--- config.mk ---
export PLATFORM = sky130hd
export DESIGN_NAME = sbcmd_top
export DESIGN_NICKNAME = d
export VERILOG_FILES = /design/src/logic/sbcmd_pkg.sv /design/src/logic/sbcmd_rx.sv /design/src/logic/sbcmd_tx.sv /design/src/logic/sbcmd_top.sv
export VERILOG_INCLUDE_DIRS = /design/src /design/src/logic
export SDC_FILE = /design/constraint.sdc
export NUM_CORES = 1
export LEC_CHECK = 0
export BUFFER_PORTS_ARGS = -buffer_cell sky130_fd_sc_hd__clkbuf_2
export CAP_MARGIN = 30
export CORE_UTILIZATION = 35
export DETAILED_ROUTE_END_ITERATION = 8
export MAX_ROUTING_LAYER = met4
export PLACE_DENSITY = 0.52
export RECOVER_POWER = 50
export SYNTH_ARGS = -nofsm -noshare
export SYNTH_HDL_FRONTEND = slang
export SYNTH_SLANG_ARGS = --single-unit
--- constraint.sdc ---
create_clock -name aclk -period 5.15 [get_ports aclk]
set_input_delay 0.515 -clock aclk [delete_from_list [all_inputs] [get_ports aclk]]
set_output_delay 0.515 -clock aclk [all_outputs]
set_load 0.02 [all_outputs]
--- src/logic/sbcmd_defs.svh ---
/*
 * shared constants of the sideband command block: frame fields, command and
 * response codes, register offsets and reset values.
 * assumes it is included by bare name from files that need the numbers.
 */
`ifndef SBCMD_DEFS_SVH
`define SBCMD_DEFS_SVH

// frame fields
`define SB_BCAST_BYTE 8'hff
`define SB_ETHERTYPE 16'h88f8
`define SB_PKG_CHAN 5'h1f
`define SB_MIN_FRAME 7'd64
`define SB_HDR_START 7'd14
`define SB_FCS_START 7'd60

// command and response codes
`define CMD_CLEAR_INIT 8'h00
`define CMD_SELECT 8'h01
`define CMD_DESELECT 8'h02
`define RSP_FLAG 8'h80

// response and reason codes
`define RESP_OK 16'h0000
`define RESP_FAIL 16'h0001
`define REASON_NONE 16'h0000
`define REASON_INIT_REQ 16'h0001

// arbitration-disable byte
`define ARB_DIS_BIT 0

// register offsets, byte addresses
`define REG_CTRL 8'h00
`define REG_STATUS 8'h04
`define REG_LASTCMD 8'h08

// control field positions and reset values
`define CTRL_PKG_ID_LSB 0
`define CTRL_ARB_CAP_BIT 3
`define CTRL_FORCE_INIT_BIT 4
`define CTRL_RESET 32'h0000_0008

// deselect to high impedance interval
`define T1_NS 200
`define T1_CYCLES (`T1_NS / 100)

`endif

--- src/logic/sbcmd_pkg.sv ---
/*
 * types of the sideband command block.
 * assumes sbcmd_defs.svh is compiled alongside for the numbers.
 */
package sbcmd_pkg;
	typedef enum logic [2:0] {
		st_idle,
		st_rx,
		st_exec,
		st_tx,
		st_desel_wait
	} ctl_state_t;

	typedef logic [7:0] byte_t;
endpackage

--- src/logic/sbcmd_rx.sv ---
/*
 * command frame parser: checks destination and ethertype, captures header
 * fields and bit 0 of the arbitration-disable byte.
 * assumes bytes framed by rx_valid and rx_last, with idle cycles allowed between bytes.
 */
`timescale 1ns/10ps
`include "sbcmd_defs.svh"

module sbcmd_rx (
	// clock and reset
	input wire logic aclk,
	input wire logic aresetn,
	// byte stream
	input wire sbcmd_pkg::byte_t rx_data,
	input wire logic rx_valid,
	input wire logic rx_last,
	// parsed command
	output logic cmd_valid,
	output sbcmd_pkg::byte_t cmd_mgr,
	output sbcmd_pkg::byte_t cmd_rev,
	output sbcmd_pkg::byte_t cmd_iid,
	output sbcmd_pkg::byte_t cmd_type,
	output sbcmd_pkg::byte_t cmd_chan,
	output logic cmd_arb_dis
);
	import sbcmd_pkg::*;

	logic [6:0] idx;
	logic good;
	// **********
	// field check
	// **********
	wire dst_ok = (idx > 7'd5) || (rx_data == `SB_BCAST_BYTE);
	wire et_ok = (idx == 7'd12) ? (rx_data == 8'(`SB_ETHERTYPE >> 8)) :
		(idx == 7'd13) ? (rx_data == 8'hf8) : 1'b1;

	// byte counter and capture; reserved bytes are never looked at
	always_ff @(posedge aclk) begin
		if (!aresetn) begin
			idx <= 7'd0;
			good <= 1'b1;
			cmd_valid <= 1'b0;
			cmd_mgr <= 8'h00;
			cmd_rev <= 8'h00;
			cmd_iid <= 8'h00;
			cmd_type <= 8'h00;
			cmd_chan <= 8'h00;
			cmd_arb_dis <= 1'b0;
		end else begin
			cmd_valid <= 1'b0;
			if (rx_valid) begin
				idx <= rx_last ? 7'd0 : idx + 7'd1;
				good <= rx_last ? 1'b1 : good & dst_ok & et_ok;
				if (rx_last)
					cmd_valid <= good && idx >= 7'd21;
				case (idx)
					7'd14: cmd_mgr <= rx_data;
					7'd15: cmd_rev <= rx_data;
					7'd17: cmd_iid <= rx_data;
					7'd18: cmd_type <= rx_data;
					7'd19: cmd_chan <= rx_data;
					7'd33: cmd_arb_dis <= rx_data[`ARB_DIS_BIT];
					default: ;
				endcase
			end
		end
	end
endmodule // sbcmd_rx

--- src/logic/sbcmd_tx.sv ---
/*
 * response frame builder: broadcast destination, ethertype, header with
 * response type, response and reason codes, zero checksum, pad, fcs slot.
 * assumes the sink takes one byte per clock while tx_valid is high.
 */
`timescale 1ns/10ps
`include "sbcmd_defs.svh"

module sbcmd_tx (
	// clock and reset
	input wire logic aclk,
	input wire logic aresetn,
	// request
	input wire logic start,
	input wire sbcmd_pkg::byte_t rsp_mgr,
	input wire sbcmd_pkg::byte_t rsp_rev,
	input wire sbcmd_pkg::byte_t rsp_iid,
	input wire sbcmd_pkg::byte_t rsp_type,
	input wire sbcmd_pkg::byte_t rsp_chan,
	input wire logic [15:0] rsp_code,
	input wire logic [15:0] rsp_reason,
	// byte stream
	output sbcmd_pkg::byte_t tx_data,
	output logic tx_valid,
	output logic tx_last,
	output logic busy
);
	import sbcmd_pkg::*;

	logic [6:0] idx;
	logic [7:0] next_byte;

	// byte mux for the response layout
	always_comb begin
		case (idx)
			7'd0, 7'd1, 7'd2, 7'd3, 7'd4, 7'd5: next_byte = `SB_BCAST_BYTE;
			7'd12: next_byte = 8'h88;
			7'd13: next_byte = 8'hf8;
			7'd14: next_byte = rsp_mgr;
			7'd15: next_byte = rsp_rev;
			7'd17: next_byte = rsp_iid;
			7'd18: next_byte = rsp_type;
			7'd19: next_byte = rsp_chan;
			7'd21: next_byte = 8'h04; // payload length
			7'd30: next_byte = rsp_code[15:8];
			7'd31: next_byte = rsp_code[7:0];
			7'd32: next_byte = rsp_reason[15:8];
			7'd33: next_byte = rsp_reason[7:0];
			default: next_byte = 8'h00; // reserved, checksum zero, pad, fcs slot
		endcase
	end

	// frame sequencer; pad to minimum size
	always_ff @(posedge aclk) begin
		if (!aresetn) begin
			idx <= 7'd0;
			busy <= 1'b0;
			tx_valid <= 1'b0;
			tx_last <= 1'b0;
			tx_data <= 8'h00;
		end else begin
			tx_valid <= busy;
			tx_data <= next_byte;
			tx_last <= busy && idx == `SB_MIN_FRAME - 7'd1;
			if (start && !busy) begin
				busy <= 1'b1;
				idx <= 7'd0;
			end else if (busy) begin
				idx <= idx + 7'd1;
				if (idx == `SB_MIN_FRAME - 7'd1)
					busy <= 1'b0;
			end
		end
	end
endmodule // sbcmd_tx

--- src/logic/sbcmd_top.sv ---
/*
 * sideband command interpreter: initial state handling, package selection,
 * hardware arbitration setting, and an axi4-lite register slave.
 * assumes byte streams synchronous to aclk and a single axi master.
 */
// Operation
// - accept broadcast frames with sideband ethertype and parse header fields
// - send responses with same header, response type, codes, checksum, pad, fcs
// - every supported command gets its matching response format
// - in initial state answer every command except clear-initial-state with initialization-required reason
// - clear-initial-state stops the initialization-required reason
// - after clear-initial-state every instance number counts as new
// - clear and select answered with types 0x80 and 0x81
// - select-package leaves deselected state and applies arbitration setting
// - any other command to package or its channels selects it
// - select addressed to package id with internal channel 0x1f
// - with arbitration on, arbitration grant guards output buffers
// - selection holds until deselect or all channels enter initial state
// - idle tri-state between packets leaves selection unchanged
// - one select enables all channels of a single-buffer package
// - arbitration-disable bit 0 sets bypass when one
// - without arbitration support ignore the bit, no error
// - deselect responds first, then deselects and floats outputs
`timescale 1ns/10ps
`include "sbcmd_defs.svh"

module sbcmd_top (
	// clock and reset
	input wire logic aclk,
	input wire logic aresetn,
	// command byte stream
	input wire sbcmd_pkg::byte_t rx_data,
	input wire logic rx_valid,
	input wire logic rx_last,
	// response byte stream toward the shared bus
	output sbcmd_pkg::byte_t tx_data,
	output logic tx_valid,
	output logic tx_last,
	output logic tx_oe,
	// hardware arbitration
	input wire logic arb_grant,
	output logic arb_bypass,
	// package state
	output logic pkg_selected,
	// axi4-lite write address
	input wire logic [7:0] s_axi_awaddr,
	input wire logic s_axi_awvalid,
	output logic s_axi_awready,
	// axi4-lite write data
	input wire logic [31:0] s_axi_wdata,
	input wire logic [3:0] s_axi_wstrb,
	input wire logic s_axi_wvalid,
	output logic s_axi_wready,
	// axi4-lite write response
	output logic [1:0] s_axi_bresp,
	output logic s_axi_bvalid,
	input wire logic s_axi_bready,
	// axi4-lite read address
	input wire logic [7:0] s_axi_araddr,
	input wire logic s_axi_arvalid,
	output logic s_axi_arready,
	// axi4-lite read data
	output logic [31:0] s_axi_rdata,
	output logic [1:0] s_axi_rresp,
	output logic s_axi_rvalid,
	input wire logic s_axi_rready
);
	import sbcmd_pkg::*;

	localparam logic [2:0] T1_COUNT = 3'(`T1_CYCLES);

	// ***************
	// declarations
	// ***************
	ctl_state_t state;
	logic cmd_valid;
	byte_t cmd_mgr, cmd_rev, cmd_iid, cmd_type, cmd_chan;
	logic cmd_arb_dis;
	logic init_state;
	logic [7:0] last_iid;
	logic last_iid_ok;
	logic [31:0] ctrl;
	logic [7:0] last_cmd;
	logic [15:0] rsp_code, rsp_reason;
	logic tx_start, tx_busy;
	logic [2:0] t1_cnt;
	logic [7:0] awaddr_q;
	logic aw_held, w_held;
	logic [31:0] wdata_q;
	logic force_init_q;

	// ***************
	// command decode
	// ***************
	function automatic logic addressed_to_pkg(input logic [7:0] chan, input logic [2:0] pkg);
		addressed_to_pkg = chan[7:5] == pkg;
	endfunction

	wire [2:0] pkg_id = ctrl[`CTRL_PKG_ID_LSB +: 3];
	wire arb_capable = ctrl[`CTRL_ARB_CAP_BIT];
	wire force_init = ctrl[`CTRL_FORCE_INIT_BIT];
	wire for_us = addressed_to_pkg(cmd_chan, pkg_id);
	wire is_pkg_cmd = cmd_chan[4:0] == `SB_PKG_CHAN;
	wire is_clear = cmd_type == `CMD_CLEAR_INIT;
	wire is_select = cmd_type == `CMD_SELECT && is_pkg_cmd;
	wire is_deselect = cmd_type == `CMD_DESELECT && is_pkg_cmd;
	wire init_rise = force_init && !force_init_q;

	sbcmd_rx u_rx (
		.aclk(aclk),
		.aresetn(aresetn),
		.rx_data(rx_data),
		.rx_valid(rx_valid),
		.rx_last(rx_last),
		.cmd_valid(cmd_valid),
		.cmd_mgr(cmd_mgr),
		.cmd_rev(cmd_rev),
		.cmd_iid(cmd_iid),
		.cmd_type(cmd_type),
		.cmd_chan(cmd_chan),
		.cmd_arb_dis(cmd_arb_dis)
	);

	sbcmd_tx u_tx (
		.aclk(aclk),
		.aresetn(aresetn),
		.start(tx_start),
		.rsp_mgr(cmd_mgr),
		.rsp_rev(cmd_rev),
		.rsp_iid(cmd_iid),
		.rsp_type(cmd_type | `RSP_FLAG),
		.rsp_chan(cmd_chan),
		.rsp_code(rsp_code),
		.rsp_reason(rsp_reason),
		.tx_data(tx_data),
		.tx_valid(tx_valid),
		.tx_last(tx_last),
		.busy(tx_busy)
	);

	// ***************
	// command sequencer
	// ***************
	// the response is built while the selection is still on, so deselect only
	// drops the buffers once its own answer has left the device
	always_ff @(posedge aclk) begin
		if (!aresetn) begin
			state <= st_idle;
			tx_start <= 1'b0;
			rsp_code <= `RESP_OK;
			rsp_reason <= `REASON_NONE;
			t1_cnt <= 3'd0;
		end else begin
			tx_start <= 1'b0;
			case (state)
				st_idle: begin
					if (cmd_valid && for_us)
						state <= st_exec;
				end
				st_exec: begin
					rsp_code <= (init_state && !is_clear) ? `RESP_FAIL : `RESP_OK;
					rsp_reason <= (init_state && !is_clear) ? `REASON_INIT_REQ :
						`REASON_NONE;
					tx_start <= 1'b1;
					state <= st_tx;
				end
				st_tx: begin
					if (!tx_start && !tx_busy) begin
						t1_cnt <= T1_COUNT;
						state <= (is_deselect && !init_state) ? st_desel_wait : st_idle;
					end
				end
				st_desel_wait: begin
					if (t1_cnt == 3'd1)
						state <= st_idle;
					t1_cnt <= t1_cnt - 3'd1;
				end
				default: state <= st_idle;
			endcase
		end
	end

	// ***************
	// initial state and instance tracking
	// ***************
	always_ff @(posedge aclk) begin
		if (!aresetn) begin
			init_state <= 1'b1;
			last_iid <= 8'h00;
			last_iid_ok <= 1'b0;
			force_init_q <= 1'b0;
			last_cmd <= 8'h00;
		end else begin
			force_init_q <= force_init;
			if (init_rise) begin
				init_state <= 1'b1;
				last_iid_ok <= 1'b0;
			end else if (state == st_exec) begin
				last_cmd <= cmd_type;
				if (is_clear) begin
					init_state <= 1'b0;
					last_iid_ok <= 1'b0;
				end else if (!init_state) begin
					last_iid <= cmd_iid;
					last_iid_ok <= 1'b1;
				end
			end
		end
	end

	// ***************
	// selection and arbitration
	// ***************
	always_ff @(posedge aclk) begin
		if (!aresetn) begin
			pkg_selected <= 1'b0;
			arb_bypass <= 1'b0;
		end else if (init_rise) begin
			pkg_selected <= 1'b0;
		end else if (state == st_desel_wait && t1_cnt == 3'd1) begin
			pkg_selected <= 1'b0;
		end else if (state == st_exec && !is_deselect) begin
			pkg_selected <= 1'b1;
			if (is_select && !init_state)
				arb_bypass <= arb_capable ? cmd_arb_dis : 1'b1;
		end
	end

	// drive only while a response is on the wire; idle float keeps selection
	assign tx_oe = tx_valid && pkg_selected && (arb_bypass || arb_grant);

	// ***************
	// axi4-lite slave
	// ***************
	assign s_axi_awready = !aw_held && !s_axi_bvalid;
	assign s_axi_wready = !w_held && !s_axi_bvalid;
	assign s_axi_arready = !s_axi_rvalid;
	wire [7:0] wr_addr = s_axi_awvalid && s_axi_awready ? s_axi_awaddr : awaddr_q;
	wire [31:0] wr_data = s_axi_wvalid && s_axi_wready ? s_axi_wdata : wdata_q;
	wire wr_fire = (aw_held || s_axi_awvalid) && (w_held || s_axi_wvalid) && !s_axi_bvalid;
	// bit 3 shows whether retry tracking holds an instance number
	wire [31:0] status_word = {16'h0000, last_cmd, 4'h0, last_iid_ok, arb_bypass, init_state,
		pkg_selected};
	wire rd_hit = s_axi_araddr == `REG_CTRL || s_axi_araddr == `REG_STATUS ||
		s_axi_araddr == `REG_LASTCMD;
	wire [31:0] rd_word = s_axi_araddr == `REG_CTRL ? ctrl :
		s_axi_araddr == `REG_STATUS ? status_word :
		s_axi_araddr == `REG_LASTCMD ? {24'h000000, last_iid} : 32'h0000_0000;

	// write channel: address and data in either order, response after both
	always_ff @(posedge aclk) begin
		if (!aresetn) begin
			aw_held <= 1'b0;
			w_held <= 1'b0;
			awaddr_q <= 8'h00;
			wdata_q <= 32'h0000_0000;
			s_axi_bvalid <= 1'b0;
			s_axi_bresp <= 2'b00;
			ctrl <= `CTRL_RESET;
		end else begin
			if (s_axi_awvalid && s_axi_awready)
				awaddr_q <= s_axi_awaddr;
			if (s_axi_wvalid && s_axi_wready)
				wdata_q <= s_axi_wdata;
			if (wr_fire) begin
				aw_held <= 1'b0;
				w_held <= 1'b0;
				s_axi_bvalid <= 1'b1;
				s_axi_bresp <= wr_addr == `REG_CTRL ? 2'b00 : 2'b10;
				if (wr_addr == `REG_CTRL && s_axi_wstrb[0])
					ctrl[7:0] <= wr_data[7:0];
			end else begin
				if (s_axi_awvalid && s_axi_awready)
					aw_held <= 1'b1;
				if (s_axi_wvalid && s_axi_wready)
					w_held <= 1'b1;
				if (s_axi_bvalid && s_axi_bready)
					s_axi_bvalid <= 1'b0;
			end
		end
	end

	// read channel: one cycle to answer
	always_ff @(posedge aclk) begin
		if (!aresetn) begin
			s_axi_rvalid <= 1'b0;
			s_axi_rdata <= 32'h0000_0000;
			s_axi_rresp <= 2'b00;
		end else if (s_axi_arvalid && s_axi_arready) begin
			s_axi_rvalid <= 1'b1;
			s_axi_rdata <= rd_word;
			s_axi_rresp <= rd_hit ? 2'b00 : 2'b10;
		end else if (s_axi_rready) begin
			s_axi_rvalid <= 1'b0;
		end
	end
endmodule // sbcmd_top

==> results summary, run 1 <==
The setup total negative slack came out at 0 ps. For this design, the slowest cell found on the critical path is clkbuf_2. The number of library cell types mapped by synthesis came out at 63.

The number of hold-slack violations in the final timing report is 0. Across all setup checks in the final design, the least slack found is 1700 ps. The number of cell rows came out at 48. The share of layout cells above drive strength 1 came out at 0.121. For this design, the sink count on the clock tree is 143. The proportion of synthesized area in mux cells is 0.122.

For the pin with the worst max-slew slack, the measured transition is 1420 ps. In this run the post-CTS setup repair buffer count came out at 0. The proportion of power drawn by combinational gates came out at 0.063. The area fraction in and, or, nand and nor cells after synthesis came out at 0.211. Headroom to the max-slew limit came out at 0.0544. The max-capacitance violation count is 0.

The horizontal die dimension came out at 136 um. 0 antenna diodes ended up in the layout. The number of synthesized flops with an enable pin came out at 0.

The global-route total usage across every layer came out at 0.182. During I/O placement, the number of pins put on the boundary was 124. On the worst path, the slowest cell contributes a delay of 950 ps. The static leakage power came out at 0.00292 uW. The kind of capture point of the worst setup path is a flip-flop.

Dividing total power by cell area gives a power density of 346 mW/mm^2. In the layout the commonest cells are dfxtp_1 (143), nor2_1 (122), mux2i_1 (75). The switching power is 583 uW. The adder and majority cell fraction of the synthesized area is 0.0198. For this run, the post-layout net count is 830. The critical path goes through clkbuf_2, clkbuf_1, inv_1, clkbuf_2, a221oi_1.

The compound-cell area share of the yosys netlist came out at 0.120. In this run the critical register-to-register path is launched from aw_held$_SDFFE_PP0N_. The overall power of the completed layout came out at 2530 uW. Clock tree synthesis inserted a total of 17 buffers. The fmax is 0.290 GHz. The effective utilization at floorplan came out at 0.361.

The routed wire length per instance is 15.8 um. The detailed-route via count is 4996. Of the total synthesized cell area, the portion taken by XOR and XNOR cells is 0.0180.

After layout, the minimum clock period comes to 3450 ps. The average cell area after synthesis came out at 9.19 um^2. Counting flops and latches in the post-synthesis netlist gives 143. The part of the Yosys area used for sequential elements is 0.453.

Entering global routing, the biggest net connects 73 pins. The launch point of the critical path is aresetn. The final count of pins violating max slew came out at 0. The global placer's final weighted congestion is 0.808. The most frequent standard cell in the layout excluding fill and tap cells is dfxtp_1.

The clock tree root driver cell is clkbuf_16. The number of nets with antenna violations after detailed routing came out at 0. The number of levels the H-tree was split into is 4.

The maximum vdd ir drop is 220 uV. The number of instances resized during post-cts repair came out at 0. The aggregate routed wire length is 15500 um. By area, the combinational part of the netlist is dominated by simple AND/OR/NAND/NOR gates. The final worst clock skew came out at 5.31 ps.

TritonCTS built the clock tree. Among the stages of the critical path, the cell type that occurs most often is clkbuf_2. The total overflow reported by the global router came out at 0. The clock-pin slew on the worst setup and hold paths is 60 ps. The setup slack at placement came out at 2400 ps. The count of final setup violators is 0. In this run the tool buffered the top-level ports with 78 buffer cells. The path type of the worst setup path is primary input to flip-flop.

The relative contribution of the clock network to total power came out at 0.485. Compared with the post-synthesis result, the final layout area differs by 15.8%. The switching share of power is 0.231.

The total DRC errors in the routed layout came out at 0. The area of the die is 0.0186 mm^2. STA classifies the critical path startpoint as a primary input.

The global-route wire length before repair came out at 25100 um. Counting tap cells, the placed design contains a total of 956 instances. The design internal power is 1950 uW. The most used flip-flop cell after synthesis is dfxtp_1. The number of antenna violations at the first check in global routing came out at 0. The die span in y came out at 136 um. The worst min-delay path category is primary input to flip-flop. For this run, the detailed router's first-pass iteration total came to 5. The critical path required time is 5450 ps. At the later pin of the worst-skew pair, clock insertion delay measures 420 ps. The cell count after synthesis came out at 687.

Of the total power, registers draw 0.452. The via count of the first global-routing pass came to 4926. The flow ran to the end, and the final reports show no timing, DRC or antenna violations.

Along the worst path, the maximum fanout reaches 72. The startpoint of the lowest-slack hold path is s_axi_rready. The non-filler instance count after layout came out at 986.

Buffers inserted to repair hold after CTS numbered 0. The area of the core region is 0.0175 mm^2. The share of the clock period used by the worst path came out at 0.669. The smallest hold slack is 355 ps. The DRC marker count from the first detailed-route iteration is 320. The post-DP HPWL came out at 11100 um.

Setup repair after global routing left no endpoint under its margin. Of all flip-flops after synthesis, the portion carrying an async set or reset was 0. Data on the critical path arrives at its endpoint at 3740 ps.

The mapped netlist covers 0.00631 mm^2. In this run the deepest clock path goes through 2 buffers. The number of warnings issued by yosys is 0. Dividing the detail-routed via count by the number of cells gives 5.07.
## worst max-delay path, delay by kind of cell
kind / cells / cell delay, ps
AO/OA/AOI/OAI: 1 / 510
buffers and inverters: 4 / 2690
## metal layers
layer / global-route usage / share of wire / up-vias
met5: - / 0 / -
met4: 0.0667 / 0.017 / 0
met3: 0.0459 / 0.046 / 25
met2: 0.286 / 0.46 / 135
met1: 0.225 / 0.48 / 2343
li1: - / - / 2493
## final cells by class
| class | instances | area [um^2] |
|---|---|---|
| Tap cell | 225 | 282 |
| Fill cell | 1722 | 10200 |
| Clock buffer | 19 | 443 |
| Multi-Input combinational cell | 493 | 3170 |
| Timing Repair Buffer | 81 | 362 |
| Inverter | 14 | 52.6 |
| Sequential cell | 143 | 2860 |
| Clock inverter | 11 | 143 |
## metrics by stage
step | instance area (um^2) | util
2_1_floorplan | 6380 | -
3_3_place_gp | 6780 | 0.388
3_5_place_dp | 6780 | 0.388
4_1_cts | 7360 | 0.421
5_1_grt | 7310 | 0.418
6_report | 7310 | 0.418
## power groups by stage
stage / combinational [uW] / sequential, uW / clock, uW
final: 159 / 1140 / 1230
after global routing: 176 / 1140 / 1300
after CTS: 163 / 1140 / 1260
after detailed placement: 162 / 1170 / 0
after global placement: 159 / 1170 / 0
after floorplan: 115 / 1170 / 0
## cell families after synthesis
family,Yosys count
buffers and inverters,68
AO/OA/AOI/OAI,107
XOR/XNOR,13
flip-flops,143
adder cells (fa/ha/maj),10
AND/OR/NAND/NOR,268
multiplexers,77
other,1
## synth_stat cells (4+ instances only)
cell	instances	area, um^2
mux2i_1	75	751
nand2b_1	7	43.8
nor2_1	122	458
a31oi_1	5	31.3
nor2b_1	9	56.3
ha_1	10	125
and2_1	14	87.6
a211oi_1	6	45.0
buf_4	19	143
dfxtp_1	143	2860
a22oi_1	16	120
xor2_1	5	43.8
nand3_1	18	90.1
xnor2_1	8	70.1
a222oi_1	4	40.0
and3_1	4	25.0
o21ai_0	18	90.1
nand2_1	43	161
a22o_1	4	35.0
buf_2	6	30.0
nor4_1	6	37.5
clkbuf_1	23	86.3
a21oi_1	31	155
nor3_1	10	50.1
nand4_1	9	56.3
inv_1	14	52.6
## path summary, 6_finish.rpt
path,slack [ps],cells after the start,end
max,1700,5,t1_cnt[1]$_SDFFE_PN0P_
min,350,3,s_axi_rvalid$_SDFFE_PN0P_
max reg2reg,2640,4,ctrl[4]$_SDFFE_PN0P_
min reg2reg,460,2,s_axi_bresp[1]$_SDFFE_PN0P_
## flip-flops by register name, indices dropped and copies added, names as in the netlist, 3 cells and up
| signal | cells |
|---|---|
| u_rx.cmd_mgr | 8 |
| last_cmd | 8 |
| u_rx.cmd_type | 8 |
| wdata_q | 8 |
| s_axi_rdata | 16 |
| u_tx.idx | 7 |
| last_iid | 8 |
| awaddr_q | 8 |
| u_rx.idx | 7 |
| ctrl | 8 |
| u_rx.cmd_iid | 8 |
| u_tx.tx_data | 8 |
| u_rx.cmd_chan | 8 |
| t1_cnt | 3 |
| state | 3 |
| u_rx.cmd_rev | 8 |
No activity file was read; power rests on OpenSTA's default activity.
==> inputs of run 2 (changes only) <==
--- a/config.mk
+++ b/config.mk
@@ -11,7 +11,7 @@
 export CORE_UTILIZATION = 35
 export DETAILED_ROUTE_END_ITERATION = 8
 export MAX_ROUTING_LAYER = met4
-export PLACE_DENSITY = 0.52
+export PLACE_DENSITY = 0.54
 export RECOVER_POWER = 50
 export SYNTH_ARGS = -nofsm -noshare
 export SYNTH_HDL_FRONTEND = slang
==> constraint.sdc (replaced) <==
create_clock -name aclk -period 2.9 [get_ports aclk]
set_input_delay 0.29 -clock aclk [delete_from_list [all_inputs] [get_ports aclk]]
set_output_delay 0.29 -clock aclk [all_outputs]
set_load 0.02 [all_outputs]
==> run 2 against run 1 <==
Clock power increased by 89%. Routed wire length increased by 2.0%. Worst hold slack got worse by 220 ps. Combinational power increased by 82%. Clock-buffer cell count increased by 2. Non-clock buffer count increased by 6. Final area increased by 0.89%. Worst setup slack got worse by 1300 ps. Sequential power increased by 78%. Die area unchanged.
==> results summary, run 2 (synthesis results as in run 1) <==
The flow ran to the end, and the final reports show no timing, DRC or antenna violations. The die span in y came out at 136 um. The number of hold-slack violations in the final timing report is 0.

Row generation in the floorplan step produced 48 rows. The global-route wire length before repair came out at 25300 um. In this run the worst setup path terminates at ctrl[4]$_SDFFE_PN0P_. The transition time at the pin with the least slew margin came out at 1240 ps. The time the final worst path needs with I/O delays and setup came out at 2520 ps. Clock-pin slew was measured on the worst setup and hold paths at 60 ps.

The clock latency on the worst-skew pair is 430 ps. TritonCTS built the clock tree. After clock tree synthesis, the flow added hold-fix buffers numbering 0. The DRC marker count from the first detailed-route iteration is 279. The worst-case IR drop observed on VDD is 403 uV. The library cells used most frequently in the layout, excluding fill and tap cells, are dfxtp_1 (143), nor2_1 (122), mux2i_1 (75). Static timing analysis puts the maximum clock frequency at 0.396 GHz. The share of the clock period used by the worst path came out at 0.871. The switching share of power came out at 0.225. The post-CTS setup-driven buffer insertion count is 0. The static leakage power is 0.00297 uW. The die covers 0.0186 mm^2. The global placer's final weighted congestion is 0.829. For this design the top-level I/O count stands at 124. The first-pass iteration count of the detailed router is 5. Entering global routing, the biggest net connects 41 pins.

The total DRC errors in the routed layout is 0. The area growth from synthesis to layout is 16.8%. Buffers placed on the I/O ports in this run total 78. The startpoint identified for the worst register-to-register timing path is s_axi_bvalid$_SDFFE_PN0P_. The power density over cell area came out at 630 mW/mm^2.

The count of final setup violators came out at 0. The share of layout cells above drive strength 1 is 0.124. Wires add up to 15900 um. The detailed-route via count came out at 5026. The most frequent standard cell in the layout excluding fill and tap cells is dfxtp_1. After detailed routing, the number of vias per cell comes to 5.06. The setup total negative slack came out at 0 ps. The number of antenna violations at the first check in global routing is 0. The flip-flop count of the largest register after layout came out at 16. The number of nets with antenna violations after detailed routing is 0. 0 antenna diodes ended up in the layout. Detailed placement ended at an HPWL of 11400 um. The tightest min-delay check is of the primary input to flip-flop type. The register with the highest flop count is s_axi_rdata. The number of sinks driven by the clock tree is 143. Global routing finished with a remaining overflow of 0.

The worst register-to-register path ends at ctrl[4]$_SDFFE_PN0P_. The kind of capture point of the worst setup path is a flip-flop. STA classifies the critical path startpoint as a flip-flop. The max-capacitance violation count came out at 0. The design internal power is 3600 uW.

Setup repair after global routing left no endpoint under its margin. Of the total power, the clock network draws 0.501. The total number of nets in the final design is 836. The final worst clock skew is 9.56 ps. For this run, the total global-route usage over all layers was measured as 0.185. The core region is 0.0175 mm^2. The number of buffers inserted during clock tree synthesis is 17. The clock passes through at most 2 buffers.

Headroom to the max-slew limit came out at 0.171. The root buffer cell chosen for the clock tree is clkbuf_16. The via count of the first global-routing pass is 4818.

The switching power came out at 1050 uW. The routed wire length per instance came out at 16.0 um. The clock tree synthesis step divided the H-tree into 4 levels.

The proportion of power drawn by combinational gates came out at 0.062. The final count of pins violating max slew came out at 0. The design draws 4650 uW. The flop-to-flop setup slack came out at 380 ps. The critical path required time is 3210 ps. The number of instances resized during post-cts repair is 0. The most critical setup path has its startpoint at s_axi_bvalid$_SDFFE_PN0P_. The critical path in this run is classified as flip-flop to flip-flop. Data arrives at the worst endpoint at 2840 ps. The number of cells on the worst reg-to-reg path is 5.

The effective utilization at floorplan came out at 0.361. The floorplan step set the die width to 136 um. Of the total power, registers draw 0.437. Along the worst path, the maximum fanout reaches 14.
run 2: cell count changes in the layout (fill, tap and decap cells not counted):
cell | before | now
buf_4 | 1 | 6
nor3b_1 | 3 | 4
bufinv_16 | 3 | 4
nor4_1 | 6 | 7
clkbuf_1 | 38 | 41
clkinv_4 | 0 | 1
and2_0 | 1 | 2
and2_1 | 13 | 12
clkbuf_8 | 1 | 3
clkinvlp_4 | 5 | 1
clkbuf_2 | 43 | 41
nor3b_2 | 1 | 0
nor4_4 | 3 | 2
clkinv_2 | 3 | 5
run 2: metrics by stage:
step	setup slack (ps)	cells	util	hold slack [ps]	cell area, um^2
floorplan	1100	704	-	432	6380
global placement	616	962	0.390	449	6820
detailed placement	574	962	0.390	450	6820
CTS	537	994	0.426	118	7450
global route	246	994	0.422	123	7370
finish	375	994	0.422	132	7370
run 2: worst max-delay path, stage by stage, from the launching register on:
cell and delay, ps:
dfxtp_1 350, nor3b_1 560, buf_4 310, nand3_2 130, a211oi_4 670, mux2_2 400
run 2: worst min-delay path by stage:
stage | start | to | slack (ps) | cells after the start
after floorplan | rsp_reason[0]$_SDFFE_PN0P_ | rsp_reason[0]$_SDFFE_PN0P_ | 430 | 2
after global placement | last_cmd[7]$_SDFFE_PN0P_ | last_cmd[7]$_SDFFE_PN0P_ | 450 | 2
after detailed placement | last_cmd[7]$_SDFFE_PN0P_ | last_cmd[7]$_SDFFE_PN0P_ | 450 | 2
after CTS | s_axi_awaddr[7] | awaddr_q[7]$_SDFF_PN0_ | 120 | 3
after global routing | s_axi_awaddr[7] | awaddr_q[7]$_SDFF_PN0_ | 120 | 3
final | s_axi_awaddr[7] | awaddr_q[7]$_SDFF_PN0_ | 130 | 3
run 2: cell type report:
type                            count  area (um^2)
Inverter                           14         52.6
Clock inverter                     11          161
Sequential cell                   143         2860
Tap cell                          225          282
Fill cell                        1764        10100
Multi-Input combinational cell    493         3150
Clock buffer                       21          470
Timing Repair Buffer               87          400
run 2: routing by layer:
metal | track usage | share of wire | wire [um]
met3 | 0.0433 | 0.044 | 697
met4 | 0.0506 | 0.013 | 207
met2 | 0.287 | 0.46 | 7270
met1 | 0.239 | 0.48 | 7680
met5 | - | 0 | 0
run 2: power groups by stage:
| stage | sequential, uW | combinational, uW | clock (uW) |
|---|---|---|---|
| floorplan | 2080 | 204 | 0 |
| finish | 2030 | 289 | 2330 |
| global route | 2030 | 320 | 2480 |
| detailed placement | 2070 | 296 | 0 |
| global placement | 2070 | 288 | 0 |
| CTS | 2030 | 298 | 2370 |
==> inputs of run 3 (changes only) <==
--- a/config.mk
+++ b/config.mk
@@ -8,6 +8,7 @@
 export LEC_CHECK = 0
 export BUFFER_PORTS_ARGS = -buffer_cell sky130_fd_sc_hd__clkbuf_2
 export CAP_MARGIN = 30
+export CORE_MARGIN = 1.5
 export CORE_UTILIZATION = 35
 export DETAILED_ROUTE_END_ITERATION = 8
 export MAX_ROUTING_LAYER = met4
==> run 3 against run 2 <==
Register-to-register slack improved by 180 ps. Worst hold slack got worse by 2.4 ps. Sequential cell count stayed put. Final area shrank 0.90%. Global-route usage fell by 0.48 points. Sequential share of layout area up 0.35 points. Critical path type unchanged. Critical endpoint is now s_axi_rdata[12]$_SDFFE_PN0P_. Largest power group unchanged.
==> results summary, run 3 (synthesis results as in run 1) <==
The cell type of the slowest stage on the worst timing path is nor3_1. The die covers 0.0189 mm^2. Final hold analysis gives a worst-case slack of 130 ps.

For this run the aggregate overflow at the end of global routing stands at 0. Relative to the synthesized area, the layout overhead comes to 15.7%. For the worst setup path, the data required time is 3250 ps.

From left edge to right edge, the die measures 137 um. The share of the core filled with cells in the final layout is 0.418. The signal on the critical path passes through nand2b_1, clkbuf_1, nor3_1, and3b_1, a22oi_1, nor2_1. The power density over cell area came out at 603 mW/mm^2.

The kind of capture point of the worst setup path is a flip-flop. The data arrival at the endpoint of the critical path is 2690 ps. For this design the top-level I/O count stands at 124.

The largest incremental delay on the critical path is 720 ps. The library cells used most frequently in the layout, excluding fill and tap cells, are dfxtp_1 (143), nor2_1 (122), mux2i_1 (75). The root buffer cell chosen for the clock tree is clkbuf_16. The static leakage power is 0.00292 uW. The first global-routing pass estimated 25100 um of wire. Based on the critical path, the design can be clocked at up to 0.427 GHz. Together, buffers and inverters on the worst path number 1. The register with the highest flop count is s_axi_rdata.

The total DRC errors in the routed layout is 0. Along the worst path, the maximum fanout reaches 20. The maximum root-to-sink buffer count came out at 2. The aggregate routed wire length came out at 15800 um. The pin count of the biggest net entering global routing is 46. The routed layout has 5024 vias.

The number of diodes added for antenna fixing is 0. The post-DP HPWL came out at 11500 um. The global placer's final weighted congestion is 0.796.

The filler cells instantiated in the layout total 1781. The clock tree synthesis step divided the H-tree into 4 levels. Setup violations remaining at the end of the flow were counted as 0.

The worst slew margin relative to its limit came out at 0.266. TritonCTS built the clock tree. The area of the core region came out at 0.0175 mm^2. Setup repair after global routing left no endpoint under its margin. In this run the core area contains 48 standard-cell rows.

The worst min-delay path category is primary input to flip-flop. The routed wire length per instance is 15.9 um. Of the available clock period, the critical path in the final layout requires 0.808. The path type of the worst setup path is flip-flop to flip-flop. The time the final worst path needs with I/O delays and setup is 2340 ps. Registers take 0.00286 mm^2. The clock-pin slew on the worst setup and hold paths is 60 ps. The post-CTS setup-driven buffer insertion count is 0. Setup total negative slack on the finished layout was measured at 0 ps. The flow ran to the end, and the final reports show no timing, DRC or antenna violations. The combined area of the multi-input logic cells came out at 0.00314 mm^2.

The transition time at the pin with the least slew margin came out at 1100 ps. The number of hold-slack violations in the final timing report is 0. The share of layout cells above drive strength 1 came out at 0.121. The max-capacitance violation count is 0.

At the later pin of the worst-skew pair, clock insertion delay measures 420 ps. For this run, the post-layout net count is 836. The final worst clock skew came out at 8.60 ps. In this run, CTS created clock tree buffers numbering 17. The first detailed-routing pass took 5 iterations.

Across every metal layer, demand over resource in global routing totals 0.180. The maximum vdd ir drop came out at 436 uV. The library cell used most frequently in the layout, excluding fill and tap cells, is dfxtp_1. The number of port buffers came out at 78. The number of buffers added to fix hold violations after cts came out at 0. The number of sinks driven by the clock tree came out at 143. STA classifies the critical path startpoint as a flip-flop. The number of antenna violations at the first check in global routing is 0. The via count normalized by instance count came out at 5.06.

The number of nets with antenna violations after detailed routing is 0. The DRC marker count from the first detailed-route iteration came out at 318. The via count of the first global-routing pass came out at 4858. The initial utilization of the core area, before any placement, comes to 0.361. After clock tree synthesis, the repair step resized 0 gates. The final count of pins violating max slew is 0.

The die span in y is 137 um. The flip-flop count of the largest register after layout came out at 16. Grouping stages by cell kind, the critical path spends the most delay in simple AND/OR/NAND/NOR gates.
[run 3: worst min-delay path, delay by kind of cell]
family                 cells  cell delay, ps
AO/OA/AOI/OAI              1              40
buffers and inverters      1              90
AND/OR/NAND/NOR            1              80
[run 3: stage by stage]
step | setup WS, ps | power, uW | area [um^2] | std cells
6_report | 556 | 4410 | 7310 | 993
5_1_grt | 328 | 4600 | 7310 | 993
4_1_cts | 554 | 4460 | 7400 | 993
3_5_place_dp | 571 | 2370 | 6830 | 962
3_3_place_gp | 617 | 2360 | 6830 | 962
2_1_floorplan | 1100 | 2280 | 6380 | 704
[run 3: metal layers]
metal  part of all wire  track usage  wire (um)  up-vias
met4              0.012       0.0544        192        0
met5                  0            -          0        -
li1                   -            -          -     2506
met3              0.061       0.0475        961       16
met1               0.48        0.233       7590     2341
met2               0.45        0.276       7020      161
[run 3: final timing paths]
path,startpoint,endpoint,slack (ps),cells past startpoint
worst max-delay path,s_axi_rvalid$_SDFFE_PN0P_,s_axi_rdata[12]$_SDFFE_PN0P_,560,6
worst max register to register,s_axi_rvalid$_SDFFE_PN0P_,s_axi_rdata[12]$_SDFFE_PN0P_,560,6
worst min register to register,last_cmd[3]$_SDFFE_PN0P_,last_cmd[3]$_SDFFE_PN0P_,460,2
worst min-delay path,rx_last,u_rx.cmd_valid$_SDFF_PN0_,130,3
[run 3: area by class of cell]
cell class / count / share of cell area
sequential: 143 / 0.392
clock buffer: 19 / 0.0606
inverter: 14 / 0.00719
clock inverter: 12 / 0.0164
tap: 225 / 0.0385
timing repair buffer: 87 / 0.0560
multi-input combinational: 493 / 0.430
[run 3: power breakdown]
part / internal [uW] / switching, uW
Sequential: 2000 / 24.7
Combinational: 98.3 / 190
Clock: 1270 / 822
Total: 3370 / 1040
